### config.mk
export PLATFORM = sky130hd
export DESIGN_NAME = lpsw_top
export DESIGN_NICKNAME = d
export VERILOG_FILES = /design/src/rtl/lpsw_pkg.sv /design/src/rtl/lpsw_tick.sv /design/src/rtl/lpsw_top.sv
export VERILOG_INCLUDE_DIRS = /design/src /design/src/rtl
export SDC_FILE = /design/constraint.sdc
export NUM_CORES = 1
export LEC_CHECK = 0
export BUFFER_PORTS_ARGS = -buffer_cell sky130_fd_sc_hd__buf_4
export CORE_MARGIN = 8
export CORE_UTILIZATION = 65
export CTS_BUF_LIST = sky130_fd_sc_hd__clkbuf_2
export CTS_CLUSTER_DIAMETER = 40
export CTS_CLUSTER_SIZE = 28
export DETAILED_ROUTE_END_ITERATION = 8
export GPL_ROUTABILITY_DRIVEN = 0
export PLACE_DENSITY = 0.85
export SKIP_LAST_GASP = 1
export SLEW_MARGIN = 20
export SYNTH_ARGS = -nofsm -noshare
export SYNTH_HDL_FRONTEND = slang
export SYNTH_SLANG_ARGS = --single-unit
### constraint.sdc
create_clock -name ref_clk -period 6.04 [get_ports ref_clk]
set_input_delay 0 -clock ref_clk [delete_from_list [all_inputs] [get_ports ref_clk]]
set_output_delay 0 -clock ref_clk [all_outputs]
set_load 0.02 [all_outputs]
### src/rtl/lpsw_cfg.svh
`ifndef LPSW_CFG_SVH
`define LPSW_CFG_SVH

// Clock and link rates
`define LPSW_CLK_HZ 25000000
`define LPSW_BAUD_BPS 19200
`define LPSW_TICK_MS 1
`define LPSW_MS_PER_S 1000

// Register indices; byte address is four times the index
`define LPSW_IDX_W 10
`define LPSW_ADDR_W 12
`define LPSW_IDX_ASSOC_STAT 10'h12E
`define LPSW_IDX_FREQ_SEL 10'h133
`define LPSW_IDX_LP_SELECT 10'h154
`define LPSW_IDX_PER_WAKE 10'h155
`define LPSW_IDX_IDLE_TO 10'h15E
`define LPSW_IDX_EDGE_CFG 10'h15F

// Reset values
`define LPSW_RST_LP_SELECT 8'h00
`define LPSW_RST_PER_WAKE 16'h0000
`define LPSW_RST_FREQ_SEL 8'h00
`define LPSW_RST_IDLE_TO 16'h0064
`define LPSW_RST_EDGE_CFG 2'h0

// Field positions
`define LPSW_LP_EN_BIT 0
`define LPSW_EDGE_RISE_BIT 0
`define LPSW_EDGE_FALL_BIT 1

// Association schedule, in seconds and attempts
`define LPSW_ASSOC_TRY_S 16'h0005
`define LPSW_BACKOFF_S 16'h00E1
`define LPSW_HOUR_S 16'h0E10
`define LPSW_FAIL_LIMIT 3'h5

// Wake input lockout, in ms
`define LPSW_IO_LOCK_MS 10'h3E8

`endif

### src/rtl/lpsw_pkg.sv
package lpsw_pkg;

  typedef enum logic [2:0] {
    ST_ASSOC,
    ST_BACKOFF,
    ST_STANDBY,
    ST_AWAKE,
    ST_REPORT
  } lpsw_state_e;

  typedef struct packed {
    lpsw_state_e st;
    logic wk_s1;
    logic wk_s2;
    logic io_s1;
    logic io_s2;
    logic io_d;
    logic [2:0] fails;
    logic hourly;
    logic assoc;
    logic [15:0] sec_cnt;
    logic [15:0] sec_tgt;
    logic [15:0] ms_cnt;
    logic [9:0] lock_cnt;
    logic [7:0] lp_sel;
    logic [15:0] per_wake;
    logic [7:0] freq;
    logic [15:0] idle_to;
    logic [1:0] edge_cfg;
    logic awake;
    logic rts;
    logic rpt;
    logic try_assoc;
    logic [31:0] rdata;
  } lpsw_core_s;

  typedef struct packed {
    logic [31:0] ms_div;
    logic [31:0] s_div;
    logic [31:0] baud_div;
    logic ms_tick;
    logic s_tick;
    logic baud_tick;
  } lpsw_tick_s;

endpackage : lpsw_pkg

### src/rtl/lpsw_tick.sv
`timescale 1ns/100ps
`default_nettype none
`include "lpsw_cfg.svh"

module lpsw_tick
  import lpsw_pkg::*;
#(
  parameter int MS_CYC = `LPSW_CLK_HZ / 1000 * `LPSW_TICK_MS,
  parameter int MS_PER_S = `LPSW_MS_PER_S,
  parameter int BAUD_CYC = `LPSW_CLK_HZ / `LPSW_BAUD_BPS
) (
  input wire logic ref_clk,
  input wire logic rstn,
  output logic ms_tick,
  output logic s_tick,
  output logic baud_tick
);

  lpsw_tick_s r, n;

  always_comb begin
    n = r;
    n.ms_tick = 1'b0;
    n.s_tick = 1'b0;
    n.baud_tick = 1'b0;
    // Fixed divider, the link rate has no register
    if (r.baud_div == 32'(BAUD_CYC - 1)) begin
      n.baud_div = '0;
      n.baud_tick = 1'b1;
    end else begin
      n.baud_div = r.baud_div + 32'h1;
    end
    if (r.ms_div == 32'(MS_CYC - 1)) begin
      n.ms_div = '0;
      n.ms_tick = 1'b1;
      if (r.s_div == 32'(MS_PER_S - 1)) begin
        n.s_div = '0;
        n.s_tick = 1'b1;
      end else begin
        n.s_div = r.s_div + 32'h1;
      end
    end else begin
      n.ms_div = r.ms_div + 32'h1;
    end
  end

  always_ff @(posedge ref_clk or negedge rstn) begin
    if (!rstn) begin
      r <= '0;
    end else begin
      r <= n;
    end
  end

  assign ms_tick = r.ms_tick;
  assign s_tick = r.s_tick;
  assign baud_tick = r.baud_tick;

endmodule : lpsw_tick
`default_nettype wire

### src/rtl/lpsw_top.sv
// Function
// - Try five seconds, then sleep 225 seconds
// - Later failures double the sleep time
// - After five failures wake 5s hourly
// - Standby holds request-to-send high
// - Awake with room drives request-to-send low
// - Idle timeout from request-to-send fall
// - Forced-wake high wakes the module
// - Sleep-state output high while operating
// - Serial rate fixed, no rate register
// - Two registers select low-power and wake
// - Register reports association status
// - Register selects radio centre frequency
// - Wake edges within one second merge
`timescale 1ns/100ps
`default_nettype none
`include "lpsw_cfg.svh"

module lpsw_top
  import lpsw_pkg::*;
#(
  parameter int MS_CYC = `LPSW_CLK_HZ / 1000 * `LPSW_TICK_MS,
  parameter int MS_PER_S = `LPSW_MS_PER_S,
  parameter int BAUD_CYC = `LPSW_CLK_HZ / `LPSW_BAUD_BPS
) (
  input wire logic ref_clk,
  input wire logic rstn,
  input wire logic [`LPSW_ADDR_W-1:0] reg_addr,
  input wire logic [31:0] reg_wdata,
  input wire logic reg_wr,
  input wire logic reg_rd,
  output logic [31:0] reg_rdata,
  input wire logic forced_wake,
  input wire logic wake_io,
  input wire logic rx_room,
  input wire logic rx_byte,
  input wire logic assoc_ok,
  input wire logic report_done,
  output logic uart_rts,
  output logic sleep_state_output,
  output logic assoc_try,
  output logic report_req,
  output logic [7:0] freq_sel,
  output logic baud_tick
);

  lpsw_core_s r, n;
  logic ms_tick;
  logic s_tick;
  logic lp_en;
  logic wake_f;
  logic io_edge;
  logic io_wake;
  logic idle_done;
  logic [`LPSW_IDX_W-1:0] wr_idx;
  logic [`LPSW_IDX_W-1:0] rd_idx;

  // Word index of a byte address
  function automatic logic [`LPSW_IDX_W-1:0] reg_index(input logic [`LPSW_ADDR_W-1:0] a);
    reg_index = a[`LPSW_ADDR_W-1:2];
  endfunction : reg_index

  lpsw_tick #(
    .MS_CYC(MS_CYC),
    .MS_PER_S(MS_PER_S),
    .BAUD_CYC(BAUD_CYC)
  ) u_tick (
    .ref_clk(ref_clk),
    .rstn(rstn),
    .ms_tick(ms_tick),
    .s_tick(s_tick),
    .baud_tick(baud_tick)
  );

  assign wr_idx = reg_index(reg_addr);
  assign rd_idx = reg_index(reg_addr);
  assign lp_en = r.lp_sel[`LPSW_LP_EN_BIT];
  assign wake_f = r.wk_s2;
  assign io_edge = (r.edge_cfg[`LPSW_EDGE_RISE_BIT] & r.io_s2 & ~r.io_d) |
                   (r.edge_cfg[`LPSW_EDGE_FALL_BIT] & ~r.io_s2 & r.io_d);
  assign io_wake = io_edge && (r.lock_cnt == '0);
  assign idle_done = (r.ms_cnt >= r.idle_to);

  always_comb begin
    n = r;
    n.rdata = '0;

    // Wake pins pass two flops before use
    n.wk_s1 = forced_wake;
    n.wk_s2 = r.wk_s1;
    n.io_s1 = wake_io;
    n.io_s2 = r.io_s1;
    n.io_d = r.io_s2;

    if (io_wake) begin
      n.lock_cnt = `LPSW_IO_LOCK_MS;
    end else if (ms_tick && r.lock_cnt != '0) begin
      n.lock_cnt = r.lock_cnt - 10'h001;
    end

    unique case (r.st)
      ST_ASSOC: begin
        if (s_tick) begin
          n.sec_cnt = r.sec_cnt + 16'h0001;
        end
        if (assoc_ok) begin
          n.assoc = 1'b1;
          n.fails = '0;
          n.hourly = 1'b0;
          n.ms_cnt = '0;
          n.st = ST_AWAKE;
        end else if (lp_en && !wake_f && r.sec_cnt >= `LPSW_ASSOC_TRY_S) begin
          n.sec_cnt = '0;
          n.st = ST_BACKOFF;
          if (r.hourly) begin
            n.sec_tgt = `LPSW_HOUR_S - `LPSW_ASSOC_TRY_S;
          end else begin
            n.sec_tgt = `LPSW_BACKOFF_S << r.fails;
            n.fails = r.fails + 3'h1;
            if (r.fails + 3'h1 >= `LPSW_FAIL_LIMIT) begin
              n.hourly = 1'b1;
            end
          end
        end
      end
      ST_BACKOFF: begin
        if (s_tick) begin
          n.sec_cnt = r.sec_cnt + 16'h0001;
        end
        if (wake_f) begin
          n.ms_cnt = '0;
          n.st = ST_AWAKE;
        end else if (io_wake) begin
          n.st = ST_REPORT;
        end else if (!lp_en || r.sec_cnt >= r.sec_tgt) begin
          n.sec_cnt = '0;
          n.st = ST_ASSOC;
        end
      end
      ST_STANDBY: begin
        if (s_tick) begin
          n.sec_cnt = r.sec_cnt + 16'h0001;
        end
        if (wake_f || !lp_en) begin
          n.ms_cnt = '0;
          n.st = ST_AWAKE;
        end else if (io_wake) begin
          n.st = ST_REPORT;
        end else if (r.per_wake != '0 && r.sec_cnt >= r.per_wake) begin
          n.ms_cnt = '0;
          n.st = ST_AWAKE;
        end
      end
      ST_AWAKE: begin
        // timer restarts on fall and on each byte
        if (r.rts || rx_byte) begin
          n.ms_cnt = '0;
        end else if (ms_tick && !idle_done) begin
          n.ms_cnt = r.ms_cnt + 16'h0001;
        end
        if (lp_en && !wake_f && !r.rts && !rx_byte && idle_done) begin
          if (r.assoc) begin
            n.sec_cnt = '0;
            n.st = ST_STANDBY;
          end else begin
            n.st = ST_BACKOFF;
          end
        end
      end
      ST_REPORT: begin
        if (wake_f) begin
          n.ms_cnt = '0;
          n.st = ST_AWAKE;
        end else if (report_done) begin
          n.st = r.assoc ? ST_STANDBY : ST_BACKOFF;
        end
      end
    endcase

    n.awake = (n.st == ST_ASSOC) || (n.st == ST_AWAKE) || (n.st == ST_REPORT);
    n.rts = !(n.awake && rx_room);
    n.rpt = (n.st == ST_REPORT);
    n.try_assoc = (n.st == ST_ASSOC);

    // Register writes; status is read only
    if (reg_wr) begin
      unique case (wr_idx)
        `LPSW_IDX_LP_SELECT: n.lp_sel = reg_wdata[7:0];
        `LPSW_IDX_PER_WAKE: n.per_wake = reg_wdata[15:0];
        `LPSW_IDX_FREQ_SEL: n.freq = reg_wdata[7:0];
        `LPSW_IDX_IDLE_TO: n.idle_to = reg_wdata[15:0];
        `LPSW_IDX_EDGE_CFG: n.edge_cfg = reg_wdata[1:0];
        default: begin
        end
      endcase
    end

    if (reg_rd) begin
      unique case (rd_idx)
        `LPSW_IDX_LP_SELECT: n.rdata = {24'h000000, r.lp_sel};
        `LPSW_IDX_PER_WAKE: n.rdata = {16'h0000, r.per_wake};
        `LPSW_IDX_FREQ_SEL: n.rdata = {24'h000000, r.freq};
        `LPSW_IDX_IDLE_TO: n.rdata = {16'h0000, r.idle_to};
        `LPSW_IDX_EDGE_CFG: n.rdata = {30'h00000000, r.edge_cfg};
        `LPSW_IDX_ASSOC_STAT: n.rdata = {26'h0000000, r.fails, r.hourly, r.assoc, r.awake};
        default: n.rdata = '0;
      endcase
    end
  end

  always_ff @(posedge ref_clk or negedge rstn) begin
    if (!rstn) begin
      r <= '0;
      r.st <= ST_ASSOC;
      r.lp_sel <= `LPSW_RST_LP_SELECT;
      r.per_wake <= `LPSW_RST_PER_WAKE;
      r.freq <= `LPSW_RST_FREQ_SEL;
      r.idle_to <= `LPSW_RST_IDLE_TO;
      r.edge_cfg <= `LPSW_RST_EDGE_CFG;
      r.rts <= 1'b1;
    end else begin
      r <= n;
    end
  end

  assign reg_rdata = r.rdata;
  assign uart_rts = r.rts;
  assign sleep_state_output = r.awake;
  assign assoc_try = r.try_assoc;
  assign report_req = r.rpt;
  assign freq_sel = r.freq;

endmodule : lpsw_top
`default_nettype wire

# Word-level counts from Yosys, hierarchy flattened
# Index checks and enable logic that the tools add are counted.
word_totals:
  regBits: 256
  latchBits: 0
  ramBits: 0
  mem_bits_ro: 0
  input_bits: 54
  word_cells: 159
  mem_count: 0
op_classes:
  n_addsub: 7
  mul: 0
  n_div: 0
  n_lt_le_gt_ge: 5
  eq_ne: 23
  shift: 1
  n_mux: 45
  bitwise: 8
  n_reduce_logical: 41
ops:
  columns: ["cell", "n"]
  rows:
  - ["$mux W16", 15]
  - ["$mux W32", 5]
  - ["$pmux W16 S4", 2]
  - ["$add A32 B1 Y32 const B", 3]
  - ["$pmux W16 S6", 1]
  - ["$eq A10 B9 Y1 const B", 6]
  - ["$ge A16 B16 Y1", 3]
  - ["$mux W3", 11]
  - ["$add A16 B1 Y16 const B", 2]
  - ["$eq A32 B10 Y1 const B", 1]
  - ["$eq A32 B11 Y1 const B", 1]
  - ["$eq A32 B15 Y1 const B", 1]
  - ["$mux W10", 2]
  - ["$ge A16 B3 Y1 const B", 1]
  - ["$reduce_bool A16 Y1", 1]
  - ["$shl A8 B3 Y16 const A", 1]
  - ["$pmux W3 S5", 1]
  - ["$reduce_and A2 Y1", 7]
  - ["$mux W4", 3]
  - ["$logic_and A1 B1 Y1", 10]
  - ["$logic_not A10 Y1", 1]
  - ["$reduce_bool A10 Y1", 1]
  - ["$sub A10 B1 Y10 const B", 1]
  - ["$eq A3 B2 Y1 const B", 3]
  - ["20 further kinds", 47]

# Longest topological paths before layout
# Gate-level depths: netlist (run 1).
logic_depth:
  word_depth: 13
  ltp_mapped: 12
  mapped_depth_nobuf: 10

# Cells and area by module
# From an unflattened synthesis (run 1), not the netlist that was laid out.
unflattened:
  cells_unflattened: 1288
  hier_area_um2: 13008.7
by_module_without_submodules:
  columns: ["module", "instances", "cells_per_inst", "area_per_inst_um2"]
  rows:
  - ["lpsw_top", 1, 848, 8334.2]
  - ["lpsw_tick", 1, 440, 4674.5]

# Worst setup path after synthesis (run 1)
# Ideal clock, no wire load.
synth_path:
  kind: "register -> register"
  start: "register r[141] (netlist bit)"
  end: "register r[105] (netlist bit)"
  arrival_time_ps: 2709
  path_slack_ps: 3239
  path_stages_with_launch: 12
  path_buffers: 2
  cell_sequence: "dfrtp_1 > ha_1 > nand4_1 > or3_1 > a221o_1 > a31oi_2 > nor4_1 > a211o_2 > or2_1 > buf_6 > buf_6 > o31ai_2"
synth_via:
  elab_chain_len: 4
synth_rtl:
  columns: ["item", "line", "text"]
  rows:
  - ["start, declared", "lpsw_top.sv:47", "lpsw_core_s r, n;"]
  - ["start signal, assigned", "lpsw_top.sv:222", "r <= n;"]
  - ["$ge A16 B16 Y1", "lpsw_top.sv:149", "end else if (r.per_wake != '0 && r.sec_cnt >= r.per_wake) begin"]
  - ["$logic_and A1 B1 Y1", "lpsw_top.sv:149", null]
  - ["$ne A3 B3 Y1 (no source line)", null, null]
  - ["$reduce_and A5 Y1 (no source line)", null, null]
# No other way between the ends.
# A chain may end at the register's enable or synchronous reset.

# Worst setup path in the final report (run 1)
layout_path:
  start: "register r[70] (netlist bit)"
  end: "register r[102] (netlist bit)"
layout_via:
  elab_chain_len: 4
  elab_cells_between_ends: 5
  cone_classes: "order compare: 1; eq/ne: 1; reduce/logical: 3"
layout_rtl:
  columns: ["item", "line"]
  rows:
  - ["$ge A16 B16 Y1 or $reduce_bool A16 Y1 (tied branches)", "lpsw_top.sv:149"]
  - ["$logic_and A1 B1 Y1 (*)", "lpsw_top.sv:149"]
  - ["$ne A3 B3 Y1 (no source line) (*)", null]
  - ["$reduce_and A5 Y1 (no source line) (*)", null]
# Every way passes the cells marked *; elsewhere a longest branch is shown, timed or not.

==> results.txt, run 1 <==
For this design, the sink count on the clock tree is 239. The cell row count came out at 51. Input and output buffers added on the ports amount to 64.

The worst-case clock buffer depth is 3. The total overflow left after global routing is 0. The total count of hold-check failures in the final report is 0. Summing all non-filler instances in the final layout gives an area of 0.01432 sq mm. For this run, the register share of the synthesized area comes to 47.39%.

The routed wire length came out at 30370 um. The global-route wire length before repair came out at 49560 um. The instance count after placement with tap cells included is 1535. The number of DRC violations after detailed-routing iteration 0 is 827.

The first-pass detailed-route iteration total is 6. In this run the cell area measured after placement is 0.01314 sq mm. Counting the buffers created by CTS gives 36. The detailed-route DRC error count came out at 0. Walking the worst path, the cells encountered are inv_1, ha_1, nand4_1, or3_1, a221o_1, a31oi_2, nor4_1, a211o_2, or2_1, o41ai_1. The critical path is of the flop to flop type. The total count of max-transition violations in the final report came to 0. Global routing consumed, over all layers together, 25.16% of the routing resources.

The area of the core came out at 0.01927 sq mm. Entering global routing, the biggest net connects 87 pins. The most used flip-flop cell after synthesis is sky130_fd_sc_hd__dfrtp_1. In this design, the stage delay of the slowest critical-path cell is 530 ps. The relative slew slack is 36.30%. After routing, the total negative slack on setup checks comes to 0 ps. After clock tree synthesis, the clock-pin slew on the worst setup and hold paths is 220 ps. For this run, the share of the core covered by cells in the final layout is 74.31%. The buffer cell driving the clock tree root is sky130_fd_sc_hd__clkbuf_2. For this configuration, the core starts out at a cell density of 65.54%. The remaining antenna violation count after routing is 0.

The number of enable flip-flop cells after synthesis came out at 0. The path class of the tightest hold or removal check is input port to flop. The die extent in y is 155.4 um. After the last flow step, the layout net total stands at 1491. Before CTS, the worst setup slack after placement is 2665 ps.

Leaving out fill and tap cells, the most frequent cell in the layout is sky130_fd_sc_hd__dfrtp_1. The number of placed I/O pins is 99. Setup violations remaining at the end of the flow were counted as 0. The data required time of the worst path came out at 6720 ps. TritonCTS built the clock tree. The power per cell area is 209.3 mW/mm^2.

At the pin with the least slew margin, the transition time is 948.2 ps. The signed area change from the synthesized netlist to the final layout came out at 13.38%. The via count of the first global-routing pass came out at 10090. The average instance in the mapped netlist occupies 10.06 sq um.

The half-perimeter wire length after placement came out at 20240 um. The flow ran to the end, and the final reports show no timing, DRC or antenna violations. The final critical delay including setup and external delays is 3600 ps. The maximum frequency from static timing analysis is 277.8 MHz. The detailed-route vias per instance is 6.014. The area enclosed by the die boundary is 0.02415 sq mm. The number of setup buffers added after CTS came out at 0. The worst path uses 59.60% of the clock period. Setup repair after global routing left no endpoint under its margin. The reported max-cap violation count is 0. The latest clock arrival within the worst-skew pair came out at 810 ps. The final setup skew came out at 53.29 ps.

For this design the static power due to leakage is 6.694 nW. Along the worst path, the maximum fanout reaches 18. During synthesis, Yosys emitted a total of 0 warnings. The share of final-layout standard cells stronger than drive strength 1 is 15.64%. The data arrival at the endpoint of the critical path is 4280 ps.

The number of gates resized after CTS came out at 0. The flip-flop and latch count after synthesis came out at 239. The number of standard cells in the final layout excluding fillers came out at 1669. The number of library cell types mapped by synthesis came out at 67.

The number of antenna violations at the first check in global routing came out at 4. In the layout the commonest cells are sky130_fd_sc_hd__dfrtp_1 (235), sky130_fd_sc_hd__nor2_1 (99), sky130_fd_sc_hd__nand2_1 (99), sky130_fd_sc_hd__inv_1 (72), sky130_fd_sc_hd__buf_4 (70). The synthesized instance count is 1255. The worst setup slack after layout came out at 2440 ps. The horizontal die dimension came out at 155.4 um. The vias after detailed routing came out at 10040. The worst supply voltage drop on vdd is 0.0001829 V.

The count of filler cells inserted in the layout came out at 1323. The startpoint type of the worst setup path is a flop. The worst setup path is captured at a flop. The total standard cell area after synthesis came out at 0.01263 sq mm.

The cts-stage hold buffer count is 64. Dividing the detail-routed wire length by the instance count gives 18.20 um. The post-synthesis async set-or-reset flop share came out at 100.0%.

The largest individual stage delay along the critical path comes from the cell sky130_fd_sc_hd__dfrtp_1. The number of H-tree levels came out at 2.
[stage by stage]
| stage | hold slack (ps) | power, mW |
|---|---|---|
| floorplan | -295.6 | 1.842 |
| global placement | 46.17 | 1.923 |
| detailed placement | 48.87 | 1.932 |
| CTS | 0.4289 | 3.012 |
| global route | 22.29 | 3.118 |
| finish | 46.20 | 2.997 |
[cell families after synthesis]
| family | synth area share, % |
|---|---|
| AOI/OAI and AO/OA | 10.46 |
| adders and majority gates | 6.241 |
| and+or+nand+nor | 18.38 |
| other | 0.02969 |
| DFF | 47.39 |
| muxes | 5.251 |
| buffers and inverters | 5.587 |
| xor gates and xnor gates | 6.657 |
[area by class of cell]
type / count / area [sq um] / share of cell area [%]
Antenna cell: 4 / 10.01 / 0.06990
Clock buffer: 39 / 195.2 / 1.363
Clock inverter: 25 / 280.3 / 1.957
Inverter: 72 / 270.3 / 1.887
Multi-Input combinational cell: 888 / 6011 / 41.97
Sequential cell: 239 / 5986 / 41.80
Tap cell: 265 / 331.6 / 2.315
Timing Repair Buffer: 137 / 1236 / 8.633
[power by group]
group          total, mW  switching, mW  internal [mW]
clock               1.05          0.657          0.395
combinational      0.261          0.149          0.112
sequential          1.68         0.0493           1.63
[worst max-delay path: cells and delay by family, from the launching register on]
family	cells	cell delay, ps
flip-flops	1	530
AO/OA/AOI/OAI	4	1460
adder cells (fa/ha/maj)	1	280
buffers and inverters	1	70
AND/OR/NAND/NOR	4	1110
[final timing paths]
check	from	to	slack, ps	cells past startpoint
max reg2reg	r[70]	r[102]	2440	10
min reg2reg	n[150]	n[149]	420	0
min	reg_wdata[1]	r[79]	50	3
min in group asynchronous	rstn	uart_rts	270	3
max	r[70]	r[102]	2440	10
max in group asynchronous	rstn	r[82]	4850	4
[Yosys cell counts, types with 8 or more instances]
cell type	number	area (sq um)
sky130_fd_sc_hd__a21oi_1	37	185.2
sky130_fd_sc_hd__a22oi_1	11	82.58
sky130_fd_sc_hd__a31oi_1	8	50.05
sky130_fd_sc_hd__and2_1	11	68.82
sky130_fd_sc_hd__and3_1	20	125.1
sky130_fd_sc_hd__buf_4	40	300.3
sky130_fd_sc_hd__clkbuf_1	25	93.84
sky130_fd_sc_hd__dfrtp_1	235	5881
sky130_fd_sc_hd__ha_1	63	788.3
sky130_fd_sc_hd__inv_1	72	270.3
sky130_fd_sc_hd__mux2_2	58	653.1
sky130_fd_sc_hd__nand2_1	99	371.6
sky130_fd_sc_hd__nand2b_1	14	87.58
sky130_fd_sc_hd__nand3_1	57	285.3
sky130_fd_sc_hd__nand4_1	42	262.8
sky130_fd_sc_hd__nor2_1	99	371.6
sky130_fd_sc_hd__nor2b_1	9	56.30
sky130_fd_sc_hd__nor3_1	29	145.1
sky130_fd_sc_hd__nor4_1	24	150.1
sky130_fd_sc_hd__o21ai_0	65	325.3
sky130_fd_sc_hd__o31ai_1	17	127.6
sky130_fd_sc_hd__or3_1	8	50.05
sky130_fd_sc_hd__xnor2_1	64	560.5
sky130_fd_sc_hd__xor2_1	32	280.3
[per-layer routing]
metal,vias up,share of wire [%],GRT usage (%)
li1,4661,-,-
met1,4941,41,30.78
met2,350,49,42.36
met3,86,6.5,5.076
met4,0,3.8,11.46
met5,-,0,0
[flip-flops by register name, indices dropped and copies added, names as in the netlist]
signal / flops
r: 107
u_tick.r: 96
reg_rdata: 16
freq_sel: 8
n: 3
assoc_try: 1
lp_en: 1
report_req: 1
sleep_state_output: 1
u_tick.baud_tick: 1
u_tick.ms_tick: 1
u_tick.s_tick: 1
uart_rts: 1
wake_f: 1
(Power assumes the default switching activity.)
==> run 2, diff against run 1 <==
Settings changed: CORE_UTILIZATION 65 to 57, PLACE_DENSITY 0.85 to 0.79.
Clock period 6.04 ns to 3.25 ns, I/O delays scaled along.
==> run 2 against run 1 <==
Effect of this change: via count shrank 1.2%; global-route usage shrank 3.6 points; clock-buffer cell count shrank 1; critical path depth grew 1; register-to-register slack lost 2200 ps; first-iteration DRC count shrank 11%; die area grew 13%.
==> results.txt, run 2 (synthesis gave the netlist of run 1 again) <==
The run finished with clean final reports. Ranked by flip-flop count, first place goes to r. The half-perimeter wire length after placement came out at 20790 um. The net count of the finished layout is 1518. For this block, the initial DRC count from the detailed router was 736. The number of H-tree levels came out at 2. The worst reg-to-reg path cell count came out at 11. Headroom to the max-slew limit came out at 39.89%. Traced cell by cell, the critical path runs through inv_1, ha_1, nand4_1, or3_1, a221o_1, a31oi_4, nor4_1, a211o_2, or2_4, buf_4, o31ai_1. The worst register-to-register path ends at r[101]. For the worst setup path, the data required time is 3920 ps. The worst setup path is captured at a flop. The largest driver fanout on the critical path came out at 7. The critical path contains buffers and inverters numbering 2 combined. The library cell used most frequently in the layout, excluding fill and tap cells, is sky130_fd_sc_hd__dfrtp_1. The final critical delay including setup and external delays came out at 3051 ps. For flop-to-flop paths, the worst setup slack is 200 ps. The count of filler cells inserted in the layout came out at 1680.

The latest clock arrival within the worst-skew pair is 810 ps. On the critical path the largest part of the delay comes from compound AO/OA/AOI/OAI gates. The total count of max-transition violations in the final report is 0. The effective utilization at floorplan came out at 58.05%. Once detail routing completed, the nets flagged for antenna violations numbered 0. The cell row count is 54. The static leakage power came out at 6.820 nW. Tracing the worst setup path back leads to its startpoint at r[73]. The flip-flop count of the largest register after layout is 107. The actual slew at the worst max-slew pin is 901.7 ps. Clock tree synthesis selected as its root buffer the cell sky130_fd_sc_hd__clkbuf_2. The vias after detailed routing came out at 9915.

The largest net degree at the start of global routing is 114. The worst-case IR drop observed on VDD is 0.0003068 V. The first global-routing pass estimated 47620 um of wire.

The final core utilization came out at 66.59%. The count of cell instances traversed by the critical path came out at 11. The data arrival at the endpoint of the critical path is 3720 ps. In this run the horizontal extent of the chip is 164.9 um. The portion of the clock cycle consumed by the worst path in the final layout came out at 93.87%. The overall global routing resource usage is 21.52%. The reported max-cap violation count is 0. The setup total negative slack is 0 ps. The die extent in y is 164.9 um. The detailed-route vias per instance is 5.819.

Buffers placed on the I/O ports in this run total 64. The area growth from synthesis to layout is 14.71%. The area of the core is 0.02176 sq mm. The delay of the slowest cell on the worst path is 490 ps.

The worst setup path is launched from a flop. The clock-pin transition on the worst setup and hold timing paths came out at 190 ps. The via count of the first global-routing pass was 9751. The TritonCTS clock tree is built. The total setup violations reported at the end of the flow came out at 0.

Setup repair after global routing left no endpoint under its margin. The average wire length per cell after detail routing came out at 17.22 um. For this design, the sink count on the clock tree is 239. The routed wire length is 29340 um. The detailed-route DRC error count is 0.

Between clock sinks in the finished design, the worst skew comes to 76.74 ps. The class of the worst hold path is input port to flop. The share of final-layout standard cells stronger than drive strength 1 is 17.22%.

The number of placed I/O pins is 99. In this run the deepest clock path goes through 3 buffers. The maximum frequency from static timing analysis is 327.8 MHz. The worst register-to-register path begins at r[73].

The last element of the critical path is r[101]. The slowest stage of the critical path belongs to the cell sky130_fd_sc_hd__dfrtp_1. The number of antenna violations at the first check in global routing came out at 1. By startpoint and endpoint, the worst setup path is classified as flop to flop. The first-pass detailed-route iteration total came out at 5. The power per cell area is 375.5 mW/mm^2.

In this run, CTS created clock tree buffers numbering 34. The die covers 0.02718 sq mm. After global routing the overflow that remains totals 0.

In the layout the commonest cells are sky130_fd_sc_hd__dfrtp_1 (233), sky130_fd_sc_hd__nor2_1 (99), sky130_fd_sc_hd__nand2_1 (99), sky130_fd_sc_hd__buf_4 (99), sky130_fd_sc_hd__inv_1 (72). The total count of hold-check failures in the final report is 0.
-- run 2: cell types whose count changed in the layout (fill, tap and decap cells not counted), sizes merged --
cell         previous run  this run
bufinv                  4         3
diode                   4         1
buf                    73       101
dlygate4sd3            64        65
clkinvlp                5         1
clkbuf                 39        38
-- run 2: power by group --
part,internal (mW),switching (mW)
registers,3.04,0.0890
logic,0.218,0.275
clock network,0.644,1.18
total,3.90,1.54
-- run 2: final cells by class --
cell class	count	area [sq um]	area share [%]
Tap cell	280	350.3	2.418
Clock inverter	20	234.0	1.615
Clock buffer	38	190.2	1.313
Antenna cell	1	2.502	0.01727
Multi-Input combinational cell	888	6023	41.58
Timing Repair Buffer	166	1429	9.863
Sequential cell	239	5988	41.33
Inverter	72	270.3	1.865
-- run 2: repair_timing --
action	in CTS	in global routing
endpoints found under the hold margin	346	14
buffers inserted	0	5
resized for setup	0	5
hold buffers	60	5
setup endpoints to repair	0	10
-- run 2: worst register-to-register path: stages (launching register included) --
cell	delay (ps)
sky130_fd_sc_hd__dfrtp_1	490
sky130_fd_sc_hd__inv_1	70
sky130_fd_sc_hd__ha_1	290
sky130_fd_sc_hd__nand4_1	160
sky130_fd_sc_hd__or3_1	400
sky130_fd_sc_hd__a221o_1	310
sky130_fd_sc_hd__a31oi_4	200
sky130_fd_sc_hd__nor4_1	70
sky130_fd_sc_hd__a211o_2	330
sky130_fd_sc_hd__or2_4	270
sky130_fd_sc_hd__buf_4	170
sky130_fd_sc_hd__o31ai_1	210
-- run 2: worst min path at each step --
| stage | slack, ps | from | depth (start not counted) | endpoint |
|---|---|---|---|---|
| after floorplan | -300 | rstn | 0 | assoc_try |
| after global placement | 110 | forced_wake | 1 | n[152] |
| after detailed placement | 110 | forced_wake | 1 | n[152] |
| after CTS | 1 | reg_wdata[2] | 3 | r[64] |
| after global routing | 8 | reg_wdata[5] | 3 | freq_sel[5] |
| final | 70 | reg_wdata[5] | 3 | freq_sel[5] |
-- run 2: per-stage QoR --
step	hold slack [ps]	area, sq um	setup slack [ps]	cells	total power, mW
2_1_floorplan	-295.6	12690	449.1	1270	3.423
3_3_place_gp	110.7	13350	242.0	1575	3.594
3_5_place_dp	110.7	13350	193.5	1575	3.608
4_1_cts	1.108	14380	109.5	1693	5.469
5_1_grt	7.911	14490	7.081	1704	5.667
6_report	68.47	14490	199.3	1704	5.439
-- run 2: per-layer routing --
metal | routed length [um] | GRT usage (%) | part of all wire, % | vias up
met2 | 13730 | 34.56 | 47 | 306
met3 | 1807 | 4.187 | 6.2 | 74
li1 | - | - | - | 4708
met1 | 12790 | 28.18 | 44 | 4827
met5 | 0 | 0 | 0 | -
met4 | 1009 | 8.845 | 3.4 | 0
==> run 3, diff against run 2 <==
Settings changed: CORE_ASPECT_RATIO set to 0.6.
==> run 3 against run 2 <==
Effect of this change: routed wire length grew 7.4%; design area grew 0.47%; worst setup slack lost 94 ps; largest cell class unchanged; largest power group unchanged; highest routed layer is now met5.
==> results.txt, run 3 (synthesis gave the netlist of run 1 again) <==
The vias after detailed routing came out at 10110. The detailed-routed wire length on met2 came out at 12970 um. Among all stages on the critical path, the largest delay is contributed by sky130_fd_sc_hd__dfrtp_1. The total power draw is 5.438 mW. The internal power contribution came out at 3.854 mW. At the pin with the least slew margin, the transition time is 874.7 ps.

The average wire length per cell after detail routing is 18.44 um. Signal routing reaches up to met5. The routed wire length is 31500 um. The area growth from synthesis to layout is 15.25%. The overall global routing resource usage came out at 22.52%.

In the routed design, unresolved DRC markers number 0. The total count of max-transition violations in the final report was 0. The area enclosed by the die boundary came out at 0.02733 sq mm. The worst setup path is captured at a flop. Prior to clock tree synthesis, the placed netlist has a worst setup slack of 121.0 ps.

The portion of the clock cycle consumed by the worst path in the final layout is 96.76%. The class of the worst hold path is input port to flop. The number of buffer cells added on primary ports came out at 64. The static leakage power came out at 6.843 nW. For the final routed database, the setup TNS stands at 0 ps. The half-perimeter wire length after placement came out at 22510 um. The total routed wire length on the met1 layer is 15070 um. The number of buffers added by the clock tree synthesis step came out at 26. In this run the number of H-tree levels came out at 1. The final setup skew is 135.0 ps. The total count of hold-check failures in the final report came out at 0. The signal on the critical path passes through inv_1, ha_1, nand4_1, or3_4, a221o_1, a31oi_4, nor4_1, a211o_2, or2_4, buf_6, o31ai_2. The reported max-cap violation count is 0. The power share of the sequential group came out at 57.6%. The worst setup path is launched from a flop. Setup repair after global routing could not meet its margin everywhere. Leaving out fill and tap cells, the most frequent cell in the layout is sky130_fd_sc_hd__dfrtp_1. In this run the critical register-to-register path is launched from r[73]. TritonCTS built the clock tree. The initial utilization of the core area, before any placement, comes to 57.63%. More flip-flops sit in one register than any other, and that register is r. Setup violations remaining at the end of the flow were counted as 0.

The fraction of power consumed by the clock network is 33.0%. The region available for standard cell placement spans 0.02191 sq mm. The clock net in this run drives a total of 239 sinks. The latest clock arrival within the worst-skew pair is 950 ps. The critical path is of the flop to flop type. The origin of the worst setup path is r[73]. The flow ran to the end, and the final reports show no timing, DRC or antenna violations. The detailed route wirelength on metal3 is 3007 um. The via count of the first global-routing pass is 9560. The global-route wire length before repair came out at 51360 um. The final critical delay including setup and external delays is 3145 ps. Setup slack on the worst reg-to-reg path comes out at 110 ps. The worst hold path begins at reg_rd. No sink is reached through more buffers than the 3 on the longest clock path. The data arrival at the endpoint of the critical path came out at 3900 ps. The largest net degree at the start of global routing is 113. In the layout the commonest cells are sky130_fd_sc_hd__dfrtp_1 (235), sky130_fd_sc_hd__buf_4 (100), sky130_fd_sc_hd__nor2_1 (99), sky130_fd_sc_hd__nand2_1 (98). The cell row count came out at 42.

The remaining antenna violation count after routing is 0. Clock-pin slew was measured on the worst setup and hold paths at 330 ps. The largest driver fanout on the critical path came out at 10. For this design the ratio of total power to cell area is 373.6 mW/mm^2. The first-pass detailed-route iteration total is 6. In this run the cell area measured after placement is 0.01339 sq mm.

The data required time of the worst path came out at 4000 ps. The global route total overflow is 0. In this run the clock root is driven by a sky130_fd_sc_hd__clkbuf_2. The share of final-layout standard cells stronger than drive strength 1 came out at 16.61%. The relative slew slack is 41.69%. The largest single stage delay on the critical path is 470 ps.

The die is 208.2 um wide. The number of placed I/O pins is 99. The detailed-route vias per instance came out at 5.918. The net switching power is 1.584 mW.

The net total in the final layout came out at 1519. The flip-flop count of the largest register after layout is 107. The number of antenna violations at the first check in global routing is 2. The number of DRC violations after detailed-routing iteration 0 is 1171. Setup slack closes at 105.4 ps. The die is 131.3 um tall. The count of filler cells inserted in the layout is 1666. The final design instance area without fill came out at 0.01456 sq mm. Derived from the worst setup path, the maximum achievable clock frequency is 318.0 MHz. The combinational power share is 9.5%. The switching share of power is 29.12%. VDD sags by at most 0.0002961 V.
run 3: cell types whose count changed in the layout (fill, tap and decap cells not counted), moves of 2 or more:
cell / delta
sky130_fd_sc_hd__clkbuf_2: -9
sky130_fd_sc_hd__dlygate4sd3_1: +7
sky130_fd_sc_hd__clkinv_2: -3
sky130_fd_sc_hd__clkinv_4: -3
sky130_fd_sc_hd__dfrtp_1: +2
sky130_fd_sc_hd__dfrtp_2: -2
sky130_fd_sc_hd__inv_6: +2
sky130_fd_sc_hd__inv_8: +2
run 3: worst paths after layout:
| path | endpoint | depth (start not counted) |
|---|---|---|
| worst max register to register | r[104] | 11 |
| max in group asynchronous | r[145] | 4 |
| worst min register to register | wake_f | 0 |
| min in group asynchronous | r[137] | 3 |
| worst min-delay path | reg_rdata[11] | 5 |
| worst max-delay path | r[104] | 11 |
run 3: timing repair:
item                       4_1_cts  5_1_grt
gates cloned                     0        0
buffers inserted                 2        1
pin swaps                        0        2
hold buffers                    72        0
hold endpoints to repair       361        0
setup endpoints to repair        4       17
resized for setup                0        6
run 3: worst max-delay path: cells and delay by family, from the launching register on:
family	cells	cell delay [ps]
adders and majority gates	1	290
and+or+nand+nor	4	910
buffers and inverters	2	210
AOI/OAI and AO/OA	4	1060
DFF	1	470
run 3: final cells by class:
| type | instances | area [sq um] | share of cell area (%) |
|---|---|---|---|
| Clock inverter | 18 | 245.2 | 1.685 |
| Tap cell | 286 | 357.8 | 2.459 |
| Sequential cell | 239 | 5986 | 41.12 |
| Clock buffer | 29 | 145.1 | 0.9972 |
| Multi-Input combinational cell | 888 | 6031 | 41.43 |
| Inverter | 72 | 270.3 | 1.857 |
| Antenna cell | 1 | 2.502 | 0.01719 |
| Timing Repair Buffer | 175 | 1518 | 10.43 |
run 3: power groups by stage:
stage	Clock, mW	Sequential, mW	Combinational (mW)
2_1_floorplan	0	3.13	0.289
3_3_place_gp	0	3.17	0.426
3_5_place_dp	0	3.17	0.442
4_1_cts	1.84	3.12	0.500
5_1_grt	1.96	3.14	0.568
6_report	1.79	3.13	0.514
run 3: layer usage:
| layer | track usage, % | up-vias |
|---|---|---|
| met5 | 0 | - |
| met4 | 4.203 | 2 |
| met3 | 6.054 | 47 |
| met2 | 31.20 | 441 |
| met1 | 34.76 | 4902 |
| li1 | - | 4716 |
run 3: metrics by stage:
stage	hold WS [ps]	utilization [%]	std cells
finish	91.28	66.42	1708
global route	48.31	66.42	1708
detailed placement	110.9	61.11	1585
CTS	6.215	66.25	1706
floorplan	-295.6	-	1270
global placement	111.3	61.11	1585
